## config.mk

```make
export PLATFORM = sky130hd
export DESIGN_NAME = trsc_ctrl
export DESIGN_NICKNAME = d
export VERILOG_FILES = /design/src/verilog/trsc_pkg.sv /design/src/verilog/trsc_buf2.sv /design/src/verilog/trsc_ctrl.sv
export SDC_FILE = /design/constraint.sdc
export NUM_CORES = 1
export LEC_CHECK = 0
export BUFFER_PORTS_ARGS = -buffer_cell sky130_fd_sc_hd__buf_2
export CAP_MARGIN = 20
export CORE_MARGIN = 3
export CORE_UTILIZATION = 35
export CTS_BUF_LIST = sky130_fd_sc_hd__clkbuf_4
export CTS_CLUSTER_DIAMETER = 40
export CTS_CLUSTER_SIZE = 28
export DETAILED_ROUTE_END_ITERATION = 12
export GPL_TIMING_DRIVEN = 1
export SYNTH_ARGS = -nofsm -noshare
export SYNTH_HDL_FRONTEND = slang
export SYNTH_SLANG_ARGS = --single-unit
export TNS_END_PERCENT = 20
```

## constraint.sdc

```tcl
create_clock -name clk_sys -period 6.6 [get_ports clk_sys]
set_clock_uncertainty 0.1 [all_clocks]
set_input_delay 0.66 -clock clk_sys [delete_from_list [all_inputs] [get_ports clk_sys]]
set_output_delay 0.66 -clock clk_sys [all_outputs]
set_load 0.01 [all_outputs]
```

## src/verilog/trsc_pkg.sv

```systemverilog
package trsc_pkg;

    // ----------------------------------------
    // Modes and counts
    // ----------------------------------------
    localparam logic [1:0] MM_RESET       = 2'h0;
    localparam logic [1:0] LINK_RETRY_MAX = 2'h3;
    localparam int         COMPAT_BIT     = 0;

    // ----------------------------------------
    // Status frame codes
    // ----------------------------------------
    localparam logic [7:0] TYPE_TX_STATUS = 8'h89;
    localparam logic [7:0] ST_OK          = 8'h00;
    localparam logic [7:0] ST_NOACK       = 8'h01;
    localparam logic [7:0] ST_CCA         = 8'h02;
    localparam logic [7:0] ST_NETACK      = 8'h21;
    localparam logic [7:0] ST_TOOBIG      = 8'h74;

    // ----------------------------------------
    // Payload limits in bytes
    // ----------------------------------------
    localparam logic [7:0] PL_MAX         = 8'h74;
    localparam logic [7:0] PL_COMPAT      = 8'h64;
    localparam logic [7:0] PL_COMPAT_ENC  = 8'h5F;
    localparam logic [7:0] PL_ENC_OVH     = 8'h0B;
    localparam logic [7:0] PL_LONG_ADDR   = 8'h06;
    localparam logic [7:0] PL_HDR         = 8'h02;
    localparam logic [7:0] PL_HDR_ENC     = 8'h04;

    // ----------------------------------------
    // Carriers
    // ----------------------------------------
    typedef struct packed {
        logic [7:0] frame_id;
        logic       bcast;
        logic       long_src;
        logic       long_dst;
        logic       encrypt;
        logic [7:0] len;
    } trsc_req_t;

    typedef struct packed {
        logic [7:0] frame_type;
        logic [7:0] frame_id;
        logic [7:0] status;
    } trsc_stat_t;

    typedef struct packed {
        logic [7:0] slot;
        logic       ack_req;
        logic       app_hdr;
        logic       bcast;
    } trsc_air_tx_t;

    typedef struct packed {
        logic [7:0] slot;
        logic       ack_ok;
        logic       cca_fail;
    } trsc_air_res_t;

    typedef struct packed {
        logic       busy;
        logic       wait_air;
        logic [7:0] frame_id;
        logic       bcast;
        logic       hdr;
        logic       ack_req;
        logic [1:0] link_cnt;
        logic [7:0] app_cnt;
        logic [7:0] app_max;
    } trsc_slot_t;

endpackage

```

## src/verilog/trsc_buf2.sv

```systemverilog
`timescale 1ns/1ps
`default_nettype none

module trsc_buf2 #(
    parameter int W = 8
) (
    // Clock and reset
    input  wire logic         clk_sys,
    input  wire logic         rst,
    // Fill side
    input  wire logic         in_valid,
    output logic              in_ready,
    input  wire logic [W-1:0] in_data,
    // Drain side
    output logic              out_valid,
    input  wire logic         out_ready,
    output logic [W-1:0]      out_data
);

    typedef struct packed {
        logic [1:0][W-1:0] mem;
        logic              wp;
        logic              rp;
        logic [1:0]        cnt;
    } trsc_buf_t;

    trsc_buf_t s, n;
    logic      push, pop;

    if (W < 1) begin : g_chk
        $error("trsc_buf2: W must be positive");
    end

    assign in_ready  = (s.cnt != 2'h2);
    assign out_valid = (s.cnt != 2'h0);
    assign out_data  = s.mem[s.rp];
    assign push      = in_valid && in_ready;
    assign pop       = out_valid && out_ready;

    always_comb begin
        n = s;
        if (push) begin
            n.mem[s.wp] = in_data;
            n.wp        = ~s.wp;
        end
        if (pop) begin
            n.rp = ~s.rp;
        end
        n.cnt = 2'(s.cnt + {1'b0, push} - {1'b0, pop});
    end

    always_ff @(posedge clk_sys or posedge rst) begin
        if (rst) begin
            s <= '0;
        end else begin
            s <= n;
        end
    end

endmodule

`default_nettype wire

```

## src/verilog/trsc_ctrl.sv

```systemverilog
// Function
// Modes 0 and 3 add the application header; modes 1 and 2 pass through.
// Duplicate receive detection runs only while the header is in use.
// Modes 0 and 2 set the ack-request flag on unicast frames.
// Unacked unicast is resent at most three more times, stopping on ack.
// Modes 1 and 3 send unicast without ack request and never wait.
// Broadcast frames never carry the ack-request flag.
// Mode setting is 0 after reset.
// Application retries come on top of up to three link retries each.
// Application retries count as zero unless the header is enabled.
// Exactly one status per request with nonzero frame id; none for zero.
// Without app retries: 00 reached, 01 unreached with ack, else 00.
// Channel-clear failure gives 02 after 3 tries and all app retries; the code makes 4 tries (3 link retries) per round.
// With header and app retries, unreached destination gives 21.
// Outside compatibility mode several queued transfers run at once.
// Compatibility bit 0 drops the queue to one transfer at a time.
// Compatibility mode caps payload at 100 bytes, 95 when encrypted.
// Oversized request is refused with status frame 0x89, status 74.
// Retry counters start at zero per request, kept per queue slot.
`timescale 1ns/1ps
`default_nettype none

module trsc_ctrl
    import trsc_pkg::*;
#(
    parameter int NSLOT = 4
) (
    // Clock and reset
    input  wire logic          clk_sys,
    input  wire logic          rst,
    // Configuration
    input  wire logic          cfg_wr,
    input  wire logic [1:0]    mac_mode_select,
    input  wire logic [7:0]    app_retry_count,
    input  wire logic [7:0]    compat_options,
    // Host requests
    input  wire logic          req_valid,
    output logic               req_ready,
    input  wire trsc_req_t     req,
    // Status frames
    output logic               stat_valid,
    input  wire logic          stat_ready,
    output trsc_stat_t         stat,
    // Air side
    output logic               air_tx_valid,
    output trsc_air_tx_t       air_tx,
    input  wire logic          air_res_valid,
    output logic               air_res_ready,
    input  wire trsc_air_res_t air_res,
    // Receive duplicate check
    input  wire logic          rx_valid,
    input  wire logic [7:0]    rx_seq,
    output logic               rx_dup
);

    // ----------------------------------------
    // State
    // ----------------------------------------
    typedef struct packed {
        trsc_slot_t [NSLOT-1:0] slot;
        logic [1:0]             mm;
        logic [7:0]             rr;
        logic                   compat;
        logic                   air_busy;
        logic                   tx_go;
        trsc_air_tx_t           tx;
        logic [7:0]             last_seq;
        logic                   seq_ok;
        logic                   dup;
    } trsc_state_t;

    trsc_state_t s, n;
    logic        push, buf_ready, res_fire, req_fire, oversize, room;
    trsc_stat_t  pdat;
    logic [1:0]  fin_link;
    logic [7:0]  fin_app, fin_max;
    logic [NSLOT-1:0] busy_vec;

    if (NSLOT < 1 || NSLOT > 256) begin : g_chk
        $error("trsc_ctrl: NSLOT must be 1 to 256");
    end

    // ----------------------------------------
    // Decoders
    // ----------------------------------------
    function automatic logic hdr_on(input logic [1:0] mm);
        return (mm == 2'h0) || (mm == 2'h3);
    endfunction

    function automatic logic ack_on(input logic [1:0] mm);
        return (mm == 2'h0) || (mm == 2'h2);
    endfunction

    function automatic logic [7:0] max_pl(input trsc_req_t r,
                                          input logic hdr,
                                          input logic cmp);
        logic [7:0] m;
        m = PL_MAX;
        if (cmp) begin
            m = r.encrypt ? PL_COMPAT_ENC : PL_COMPAT;
        end else begin
            // Encryption forces a long source address
            if (r.encrypt) begin
                m = m - PL_ENC_OVH;
            end else if (r.long_src) begin
                m = m - PL_LONG_ADDR;
            end
            if (r.long_dst) begin
                m = m - PL_LONG_ADDR;
            end
            if (hdr) begin
                m = m - (r.encrypt ? PL_HDR_ENC : PL_HDR);
            end
        end
        return m;
    endfunction

    function automatic trsc_stat_t mk_stat(input logic [7:0] id,
                                           input logic [7:0] code);
        trsc_stat_t t;
        t.frame_type = TYPE_TX_STATUS;
        t.frame_id   = id;
        t.status     = code;
        return t;
    endfunction

    // ----------------------------------------
    // Handshakes
    // ----------------------------------------
    always_comb begin
        busy_vec = '0;
        for (int i = 0; i < NSLOT; i++) begin
            busy_vec[i] = s.slot[i].busy;
        end
    end

    // Compatibility mode admits a request only with the queue empty
    assign room = s.compat ? (busy_vec == '0) : (busy_vec != '1);
    assign air_res_ready = s.air_busy && buf_ready;
    assign res_fire      = air_res_valid && air_res_ready;
    // A finishing transfer owns the status path this cycle
    assign req_ready     = buf_ready && !res_fire && room;
    assign req_fire      = req_valid && req_ready;
    assign oversize      = req.len > max_pl(req, hdr_on(s.mm), s.compat);

    assign air_tx_valid  = s.tx_go;
    assign air_tx        = s.tx;
    assign rx_dup        = s.dup;

    // ----------------------------------------
    // Next state
    // ----------------------------------------
    always_comb begin
        int         idx;
        int         pick;
        int         fr;
        trsc_slot_t sl;
        logic       fin;
        logic       retry;
        logic [7:0] code;
        idx      = int'(air_res.slot);
        pick     = NSLOT;
        fr       = NSLOT;
        sl       = '0;
        fin      = 1'b0;
        retry    = 1'b0;
        code     = ST_OK;
        n        = s;
        n.tx_go  = 1'b0;
        n.dup    = 1'b0;
        push     = 1'b0;
        pdat     = '0;
        fin_link = '0;
        fin_app  = '0;
        fin_max  = '0;

        if (cfg_wr) begin
            n.mm     = mac_mode_select;
            n.rr     = app_retry_count;
            n.compat = compat_options[COMPAT_BIT];
        end

        // Outcome of the transfer on the air
        if (res_fire) begin
            n.air_busy = 1'b0;
            if (idx < NSLOT) begin
                sl = s.slot[idx];
            end
            if (sl.busy && sl.wait_air) begin
                if (air_res.cca_fail) begin
                    if (sl.link_cnt < LINK_RETRY_MAX) begin
                        sl.link_cnt = 2'(sl.link_cnt + 2'h1);
                        retry = 1'b1;
                    end else if (sl.app_cnt < sl.app_max) begin
                        sl.app_cnt  = sl.app_cnt + 8'h01;
                        sl.link_cnt = '0;
                        retry = 1'b1;
                    end else begin
                        fin  = 1'b1;
                        code = ST_CCA;
                    end
                end else if (sl.bcast || air_res.ack_ok
                             || (!sl.ack_req && sl.app_max == 8'h00)) begin
                    fin  = 1'b1;
                    code = ST_OK;
                end else if (sl.ack_req && sl.link_cnt < LINK_RETRY_MAX) begin
                    sl.link_cnt = 2'(sl.link_cnt + 2'h1);
                    retry = 1'b1;
                end else if (sl.app_cnt < sl.app_max) begin
                    // Each app retry restarts the link budget
                    sl.app_cnt  = sl.app_cnt + 8'h01;
                    sl.link_cnt = '0;
                    retry = 1'b1;
                end else begin
                    fin  = 1'b1;
                    code = (sl.app_max == 8'h00) ? ST_NOACK
                                                 : ST_NETACK;
                end
                fin_link = sl.link_cnt;
                fin_app  = sl.app_cnt;
                fin_max  = sl.app_max;
                if (retry) begin
                    sl.wait_air = 1'b0;
                end
                if (fin) begin
                    sl.busy     = 1'b0;
                    sl.wait_air = 1'b0;
                    push = (sl.frame_id != 8'h00);
                    pdat = mk_stat(sl.frame_id, code);
                end
                n.slot[idx] = sl;
            end
        end

        // New host request
        if (req_fire) begin
            if (oversize) begin
                push = (req.frame_id != 8'h00);
                pdat = mk_stat(req.frame_id, ST_TOOBIG);
            end else begin
                for (int i = NSLOT - 1; i >= 0; i--) begin
                    if (!s.slot[i].busy) begin
                        fr = i;
                    end
                end
                if (fr < NSLOT) begin
                    // Fresh counters per request and per slot
                    n.slot[fr].busy     = 1'b1;
                    n.slot[fr].wait_air = 1'b0;
                    n.slot[fr].frame_id = req.frame_id;
                    n.slot[fr].bcast    = req.bcast;
                    n.slot[fr].hdr      = hdr_on(s.mm);
                    n.slot[fr].ack_req  = ack_on(s.mm)
                                          && !req.bcast;
                    n.slot[fr].link_cnt = '0;
                    n.slot[fr].app_cnt  = '0;
                    n.slot[fr].app_max  = hdr_on(s.mm) ? s.rr
                                                       : 8'h00;
                end
            end
        end

        // Round of the queue: lowest ready slot goes on air next
        if (!s.air_busy) begin
            for (int i = NSLOT - 1; i >= 0; i--) begin
                if (s.slot[i].busy && !s.slot[i].wait_air) begin
                    pick = i;
                end
            end
            if (pick < NSLOT) begin
                n.slot[pick].wait_air = 1'b1;
                n.air_busy   = 1'b1;
                n.tx_go      = 1'b1;
                n.tx.slot    = 8'(pick);
                n.tx.ack_req = s.slot[pick].ack_req;
                n.tx.app_hdr = s.slot[pick].hdr;
                n.tx.bcast   = s.slot[pick].bcast;
            end
        end

        // Duplicate filter only has sequence numbers with the header
        if (rx_valid) begin
            n.last_seq = rx_seq;
            n.seq_ok   = hdr_on(s.mm);
            n.dup      = hdr_on(s.mm) && s.seq_ok
                         && (rx_seq == s.last_seq);
        end
    end

    always_ff @(posedge clk_sys or posedge rst) begin
        if (rst) begin
            s    <= '0;
            s.mm <= MM_RESET;
        end else begin
            s <= n;
        end
    end

    // ----------------------------------------
    // Status buffer
    // ----------------------------------------
    trsc_buf2 #(
        .W ($bits(trsc_stat_t))
    ) trsc_buf2_inst (
        .clk_sys   (clk_sys),
        .rst       (rst),
        .in_valid  (push),
        .in_ready  (buf_ready),
        .in_data   (pdat),
        .out_valid (stat_valid),
        .out_ready (stat_ready),
        .out_data  (stat)
    );

    // ----------------------------------------
    // Checks
    // ----------------------------------------
    logic first_q;
    logic mode_clean_q;

    always_ff @(posedge clk_sys or posedge rst) begin
        if (rst) begin
            first_q      <= 1'b1;
            mode_clean_q <= 1'b1;
        end else begin
            first_q <= 1'b0;
            if (cfg_wr && (busy_vec != '0 || req_fire)) begin
                mode_clean_q <= 1'b0;
            end else if (busy_vec == '0) begin
                mode_clean_q <= 1'b1;
            end
        end
    end

    property p_reset_mode;
        @(posedge clk_sys) disable iff (rst)
        first_q |-> s.mm == MM_RESET;
    endproperty
    a_reset_mode: assert property (p_reset_mode)
        else $error("mode not zero after reset");

    property p_bcast_noack;
        @(posedge clk_sys) disable iff (rst)
        air_tx_valid && air_tx.bcast |-> !air_tx.ack_req;
    endproperty
    a_bcast_noack: assert property (p_bcast_noack)
        else $error("broadcast sent with ack request");

    property p_ack_mode;
        @(posedge clk_sys) disable iff (rst)
        air_tx_valid && !air_tx.bcast && mode_clean_q && !$past(cfg_wr)
            |-> air_tx.ack_req == ack_on(s.mm);
    endproperty
    a_ack_mode: assert property (p_ack_mode)
        else $error("ack request does not follow mode");

    property p_hdr_mode;
        @(posedge clk_sys) disable iff (rst)
        air_tx_valid && mode_clean_q && !$past(cfg_wr)
            |-> air_tx.app_hdr == hdr_on(s.mm);
    endproperty
    a_hdr_mode: assert property (p_hdr_mode)
        else $error("header use does not follow mode");

    property p_noack_after3;
        @(posedge clk_sys) disable iff (rst)
        push && pdat.status == ST_NOACK
            |-> fin_link == LINK_RETRY_MAX && fin_max == 8'h00;
    endproperty
    a_noack_after3: assert property (p_noack_after3)
        else $error("no-ack status before three link retries");

    property p_netack;
        @(posedge clk_sys) disable iff (rst)
        push && (pdat.status == ST_NETACK || pdat.status == ST_CCA)
            && fin_max != 8'h00 |-> fin_app == fin_max;
    endproperty
    a_netack: assert property (p_netack)
        else $error("app retries not used up");

    property p_no_zero_id;
        @(posedge clk_sys) disable iff (rst)
        push |-> pdat.frame_id != 8'h00 ##1 stat_valid;
    endproperty
    a_no_zero_id: assert property (p_no_zero_id)
        else $error("status for frame id zero or lost");

    property p_toobig;
        @(posedge clk_sys) disable iff (rst)
        req_fire && oversize && req.frame_id != 8'h00
            |-> push && pdat.status == ST_TOOBIG
                && pdat.frame_type == TYPE_TX_STATUS;
    endproperty
    a_toobig: assert property (p_toobig)
        else $error("oversize request not refused");

    property p_compat_one;
        @(posedge clk_sys) disable iff (rst)
        req_fire && s.compat |-> busy_vec == '0;
    endproperty
    a_compat_one: assert property (p_compat_one)
        else $error("queue used in compatibility mode");

    property p_dup_hdr;
        @(posedge clk_sys) disable iff (rst)
        rx_dup |-> hdr_on($past(s.mm));
    endproperty
    a_dup_hdr: assert property (p_dup_hdr)
        else $error("duplicate flagged without header");

    c_netack: cover property (@(posedge clk_sys) disable iff (rst)
        push && pdat.status == ST_NETACK);
    c_cca: cover property (@(posedge clk_sys) disable iff (rst)
        push && pdat.status == ST_CCA);
    c_toobig: cover property (@(posedge clk_sys) disable iff (rst)
        push && pdat.status == ST_TOOBIG);
    c_two_busy: cover property (@(posedge clk_sys) disable iff (rst)
        $countones(busy_vec) >= 2);

endmodule

`default_nettype wire

```

==> results of run 1 <==
==> final cells by class <==
class	count	area share
multi-input combinational	613	0.438
sequential	183	0.434
timing repair buffer	99	0.0513
tap	341	0.0404
clock inverter	14	0.0132
clock buffer	18	0.0128
inverter	28	0.0104
antenna	1	0.000237
==> sequential cells by signal, summed over array words and instances (netlist names) <==
name / cells
busy_vec: 4
air_tx_valid: 1
trsc_buf2_inst.s: 30
air_tx: 6
rx_dup: 1
s: 141
==> routing by layer <==
layer	wire [um]	share of wire
met1	10800	0.47
met2	11000	0.47
met3	1030	0.044
met4	285	0.012
met5	0	0
==> worst paths after layout <==
check                                     start                   end  slack, ps  depth (start not counted)
setup / recovery                          s[33]           busy_vec[3]       1690                         15
hold / removal               mac_mode_select[1]                 s[33]        180                          3
setup reg to reg                          s[33]           busy_vec[3]       1690                         15
hold reg to reg            trsc_buf2_inst.s[23]  trsc_buf2_inst.s[23]        390                          1
max in group asynchronous                   rst                 s[87]       4580                          4
min in group asynchronous                   rst             air_tx[2]        540                          3
==> power by group through the flow <==
stage	logic (mW)	registers (mW)	clock network, mW
after global placement	0.744	1.53	0
after detailed placement	0.762	1.54	0
final	0.753	1.52	0.632
after floorplan	0.617	1.47	0
after CTS	0.765	1.52	0.650
after global routing	0.854	1.55	0.696
==> synthesized netlist by cell type (all sizes together) (3+ instances only) <==
| cell type | n |
|---|---|
| o31ai | 5 |
| a222oi | 3 |
| nor4 | 6 |
| o22a | 3 |
| dfrtp | 183 |
| buf | 32 |
| nand2 | 163 |
| and2 | 5 |
| a21oi | 34 |
| nor2 | 55 |
| and3 | 11 |
| clkbuf | 36 |
| inv | 28 |
| nand4 | 6 |
| nor2b | 15 |
| a211oi | 29 |
| o21ai | 37 |
| mux4 | 30 |
| or2 | 4 |
| mux2 | 93 |
| xnor2 | 19 |
| xor2 | 3 |
| nor3b | 5 |
| nand2b | 4 |
| nor3 | 9 |
| ha | 21 |
| a21o | 3 |
| nand3 | 9 |
==> metrics by stage <==
stage	hold WS [ps]	instance area, um2	setup WS, ps	cells
global route	142	10600	1310	1297
floorplan	330	9690	868	892
finish	179	10600	1690	1297
global placement	345	10300	1450	1262
CTS	142	10500	1680	1295
detailed placement	351	10300	1360	1262
==> worst reg2reg max path, stage by stage, from the launching register on <==
cell and delay [ps]:
dfrtp_1 380, inv_1 60, ha_1 560, inv_1 230, nand2_1 170, xnor2_1 70, o21ai_0 140, o31ai_1 90
ha_1 310, nand4_1 90, or4_1 470, o211ai_1 420, nand4_1 460, nor3_2 720, buf_4 410, o22a_1 170
==> cell families (layout without fill, tap and decap cells) <==
logic type | count (synthesis) | count (layout) | synth area share
multiplexers | 125 | 125 | 0.186
adder cells (fa/ha/maj) | 22 | 22 | 0.0293
flip-flops | 183 | 183 | 0.475
XOR/XNOR | 22 | 22 | 0.0200
buffers and inverters | 96 | 159 | 0.0528
other | 1 | 14 | 0.000389
AO/OA/AOI/OAI | 131 | 131 | 0.0927
AND/OR/NAND/NOR | 300 | 300 | 0.144
==> flow_metrics.env, run 1 <==
export IMPL_status="complete, no violations"
export IMPL_comb_power_share=0.260
export IMPL_gr_total_overflow=0
export IMPL_hold_buffers=1
export IMPL_setup_worst_path_end_class="flop"
export IMPL_grt_max_degree=71
export IMPL_layout_area_seq_um2=4580
export IMPL_grt_util_all_layers=0.160
export IMPL_area_growth_pct=9.47
export IMPL_floorplan_die_height_um=172
export IMPL_dr_pass1_iters=5
export IMPL_critical_path_peak_fanout=18
export IMPL_share_clk_of_total_power=0.218
export IMPL_max_clock_path_buffers=2
export IMPL_net_switching_power_uw=994
export IMPL_mostFrequentLayoutCell="dfrtp_1"
export IMPL_synth_largest_type_area_fraction=0.475
export IMPL_timing_max_slew_rel_slack=0.292
export IMPL_drt_iter0_markers=456
export IMPL_grt_met2_usage=0.262
export IMPL_seq_total_area_yosys=0.475
export IMPL_synthArstFlopShare=1.00
export IMPL_number_of_fill_cells_in_the_layout=2687
export IMPL_leakage_power_nw=4.92
export IMPL_fp_coreArea_um2=27000
export IMPL_maxCapViolCount=0
export IMPL_p_total_mw=2.90
export IMPL_path_class_of_the_lowest_slack_min_delay_path="in2reg"
export IMPL_detailed_place_hpwl_um=15600
export IMPL_gate_count_of_the_mapped_netlist=880
export IMPL_wl_um=23100
export IMPL_design_die_area_um2=29600
export IMPL_pwr_density_cell_nw_per_um2=275
export IMPL_detailroute_via_count=6864
export IMPL_ios=103
export IMPL_num_nets_final=1027
export IMPL_syn_mean_instance_area_um2=11.0
export IMPL_synth_top_cells_by_area="dfrtp_1 48%, mux2_2 9.8%, nand2_1 6.3%"
export IMPL_global_route_usage_met1=0.225
export IMPL_width_of_the_chip_um=172
export IMPL_switching_share=0.343
export IMPL_maxSlewViolCount=0
export IMPL_post_cts_repair_setup_buffers=0
export IMPL_yosys_warnings=0
export IMPL_post_route_drc_count=0
export IMPL_crit_share_post_route=0.743
export IMPL_p_int_mw=1.91
export IMPL_use_met3=0.0277
export IMPL_timing_worst_slew_pin_value_ps=1060
export IMPL_critical_path_top_delay_family="simple AND/OR/NAND/NOR gates"
export IMPL_data_required_critical_path_ps=7010
export IMPL_grt_first_pass_wirelength_um=37400
export IMPL_mostFrequentLayoutCells="183 x dfrtp_1, 163 x nand2_1, 84 x mux2_2, 83 x buf_2, 50 x nor2_1"
export IMPL_timing_final_crit_period_ps=4910
export IMPL_crit_arrival_ps=5310
export IMPL_irDropWorstVdd_mv=0.126
export IMPL_rsz0062_at_grt="no"
export IMPL_final_setup_viol_count=0
export IMPL_worst_path_largest_cell_delay_ps=720
export IMPL_count_of_buffer_and_inverter_cells_on_the_critical_path=3
export IMPL_path_class="reg2reg"
export IMPL_maxClockFrequency_ghz=0.204
export IMPL_clock_insertion_delay_worst_skew_ps=590
export IMPL_gp_congestion=0.807
export IMPL_total_area_of_multi_input_combinational_cells_um2=4620
export IMPL_final_layout_size_suffix_gt1_frac=0.292
export IMPL_numCtsBuffers=17
export IMPL_initial_core_util=0.357
export IMPL_detail_route_vias_per_cell=5.29
export IMPL_post_route_setup_tns_ps=0
export IMPL_cts_num_sinks=183
export IMPL_placementRows=60
export IMPL_cts_tree="done"
export IMPL_largest_area_contributor_in_the_synthesized_netlist="dfrtp_1"
export IMPL_postLayoutCoreUtil=0.391
export IMPL_synth_top_flop_cell="dfrtp_1"
export IMPL_grt_antenna_before_repair=1
export IMPL_grt_busiest_layer="met2"
export IMPL_count_of_flip_flops_with_a_built_in_enable_after_synthesis=0
export IMPL_clk_root_buffer_cell="clkbuf_4"
export IMPL_port_buffer_count=83
export IMPL_post_synth_num_cell_types=68
export IMPL_netlist_area_um2=9640
export IMPL_cts_clk_slew_worst_paths_ps=160
export IMPL_cts_repair_resized=0
export IMPL_synth_seq_cells=183
export IMPL_seq_power_share=0.523
export IMPL_setup_worst_path_start_class="flop"
export IMPL_detail_route_antenna_nets=0
export IMPL_h_tree_level_count=4
export IMPL_wl_per_instance_um=17.8
export IMPL_crit_slowest_cell="nor3_2"
export IMPL_timing_final_hold_violations=0
export IMPL_grt_pass1_vias=6810
export IMPL_ordered_list_of_cells_on_the_worst_path="inv_1, ha_1, inv_1, nand2_1, xnor2_1, o21ai_0, o31ai_1, ha_1, nand4_1, or4_1, o211ai_1, nand4_1, nor3_2, buf_4, o22a_1"
(Power assumes the default switching activity.)
==> run 2, diff against run 1 <==
- clock period: 6.6 -> 5 ns (I/O delays scaled with it)
==> run 2 against run 1 <==
  * The run now ends with hold timing left
  * Clock-buffer cell count did not move
  * First-iteration DRC count rose by 10%
  * Largest power group unchanged
  * Utilization rose by 1.2 points
  * Global-route usage rose by 0.098 points
  * Highest routed layer unchanged
==> flow_metrics.env, run 2 (synthesis gave the netlist of run 1 again) <==
export IMPL_critical_path_peak_fanout=12
export IMPL_cts_clk_slew_worst_paths_ps=180
export IMPL_final_setup_viol_count=0
export IMPL_width_of_the_chip_um=172
export IMPL_cts_num_sinks=183
export IMPL_initial_core_util=0.357
export IMPL_p_total_mw=3.93
export IMPL_timing_max_slew_rel_slack=0.264
export IMPL_mostFrequentLayoutCells="183 x dfrtp_1, 163 x nand2_1, 84 x mux2_2, 83 x buf_2, 52 x nor2_1"
export IMPL_largest_register_ff_count=141
export IMPL_grt_antenna_before_repair=1
export IMPL_critPathLaunch="s[32]"
export IMPL_crit_share_post_route=0.800
export IMPL_worst_setup_path_endpoint="trsc_buf2_inst.s[4]"
export IMPL_largest_register="s"
export IMPL_numCtsBuffers=17
export IMPL_dr_pass1_iters=5
export IMPL_grt_first_pass_wirelength_um=37500
export IMPL_irDropWorstVdd_mv=0.157
export IMPL_detailroute_via_count=6848
export IMPL_clk_root_buffer_cell="clkbuf_4"
export IMPL_timing_final_crit_period_ps=4000
export IMPL_final_layout_size_suffix_gt1_frac=0.293
export IMPL_pwr_density_cell_nw_per_um2=361
export IMPL_post_cts_repair_setup_buffers=0
export IMPL_data_required_critical_path_ps=5390
export IMPL_grt_max_degree=184
export IMPL_post_route_drc_count=0
export IMPL_timing_final_hold_violations=2
export IMPL_wl_um=23100
export IMPL_timing_worst_slew_pin_value_ps=1100
export IMPL_num_nets_final=1054
export IMPL_floorplan_die_height_um=172
export IMPL_r2r_end="trsc_buf2_inst.s[4]"
export IMPL_h_tree_level_count=4
export IMPL_detailed_place_hpwl_um=15200
export IMPL_mostFrequentLayoutCell="dfrtp_1"
export IMPL_status="complete, but fails checks"
export IMPL_post_route_setup_tns_ps=0
export IMPL_setup_worst_path_end_class="flop"
export IMPL_wl_per_instance_um=17.5
export IMPL_design_die_area_um2=29600
export IMPL_clock_insertion_delay_worst_skew_ps=590
export IMPL_max_clock_path_buffers=2
export IMPL_violations_in_the_final_reports="hold timing"
export IMPL_detail_route_vias_per_cell=5.17
export IMPL_port_buffer_count=83
export IMPL_maxCapViolCount=0
export IMPL_postLayoutCoreUtil=0.403
export IMPL_grt_util_all_layers=0.161
export IMPL_setup_worst_path_start_class="flop"
export IMPL_worst_r2r_path_depth=17
export IMPL_grt_pass1_vias=6781
export IMPL_path_class_of_the_lowest_slack_min_delay_path="in2async"
export IMPL_leakage_power_nw=5.07
export IMPL_gr_total_overflow=0
export IMPL_rsz0062_at_grt="no"
export IMPL_r2r_start="s[32]"
export IMPL_holdWs_ps=-11.3
export IMPL_fp_coreArea_um2=27000
export IMPL_path_class="reg2reg"
export IMPL_timing_reg2reg_setup_slack_ps=1000
export IMPL_gp_congestion=0.812
export IMPL_cts_tree="done"
export IMPL_placementRows=60
export IMPL_detail_route_antenna_nets=0
export IMPL_maxClockFrequency_ghz=0.250
export IMPL_area_growth_pct=12.9
export IMPL_crit_arrival_ps=4390
export IMPL_maxSlewViolCount=0
export IMPL_ios=103
export IMPL_drt_iter0_markers=502
run 2: worst max-delay path: stages, from the launching register on:
cell	delay [ps]
dfrtp_1	380
inv_1	90
ha_1	250
inv_1	170
nand2_1	130
xnor2_1	140
o21ai_0	150
o31ai_1	90
ha_1	310
nand4_1	90
or4_1	470
o211ai_1	240
buf_4	230
nor3b_1	60
a221oi_2	360
a2111oi_4	100
buf_4	230
mux2_4	310
run 2: cell type report:
cell class | instances | area, um2
Timing Repair Buffer | 126 | 833
Tap cell | 341 | 427
Fill cell | 2630 | 16100
Clock buffer | 18 | 135
Inverter | 28 | 109
Clock inverter | 14 | 179
Sequential cell | 183 | 4580
Multi-Input combinational cell | 613 | 4610
Antenna cell | 2 | 5.00
run 2: how the worst min path moves through the flow:
stage	slack (ps)	depth (start not counted)	endpoint	startpoint
4_1_cts	1	2	s[4]	rx_seq[2]
3_5_place_dp	360	2	s[66]	s[66]
3_3_place_gp	340	1	trsc_buf2_inst.s[23]	trsc_buf2_inst.s[23]
6_report	-10	3	air_tx_valid	rst
5_1_grt	10	2	s[27]	app_retry_count[3]
2_1_floorplan	330	1	trsc_buf2_inst.s[23]	trsc_buf2_inst.s[23]
run 2: per-stage QoR:
stage	std cells	cell area [um2]	worst slack [ps]	hold WS [ps]
2_1_floorplan	892	9690	776	330
3_3_place_gp	1273	10400	556	345
3_5_place_dp	1273	10400	486	359
4_1_cts	1320	10800	1000	1.29
5_1_grt	1325	10900	743	12.0
6_report	1325	10900	1000	-11.3
run 2: timing repair:
action                                  CTS  global route
endpoints found under the setup margin    0             0
hold buffers                             15             3
resized for setup                         0             0
endpoints found under the hold margin    15             3
run 2: layer usage:
layer	wire length, um	up-vias	GRT usage
li1	-	3240	-
met1	10800	3439	0.223
met2	11100	152	0.265
met3	979	17	0.0297
met4	199	0	0.0368
met5	0	-	0
run 2: power by group:
group          internal [mW]  total (mW)  switching, mW
Sequential              1.79        2.01          0.220
Clock                  0.326       0.909          0.582
Combinational          0.486        1.01          0.529
Total                   2.60        3.93           1.33
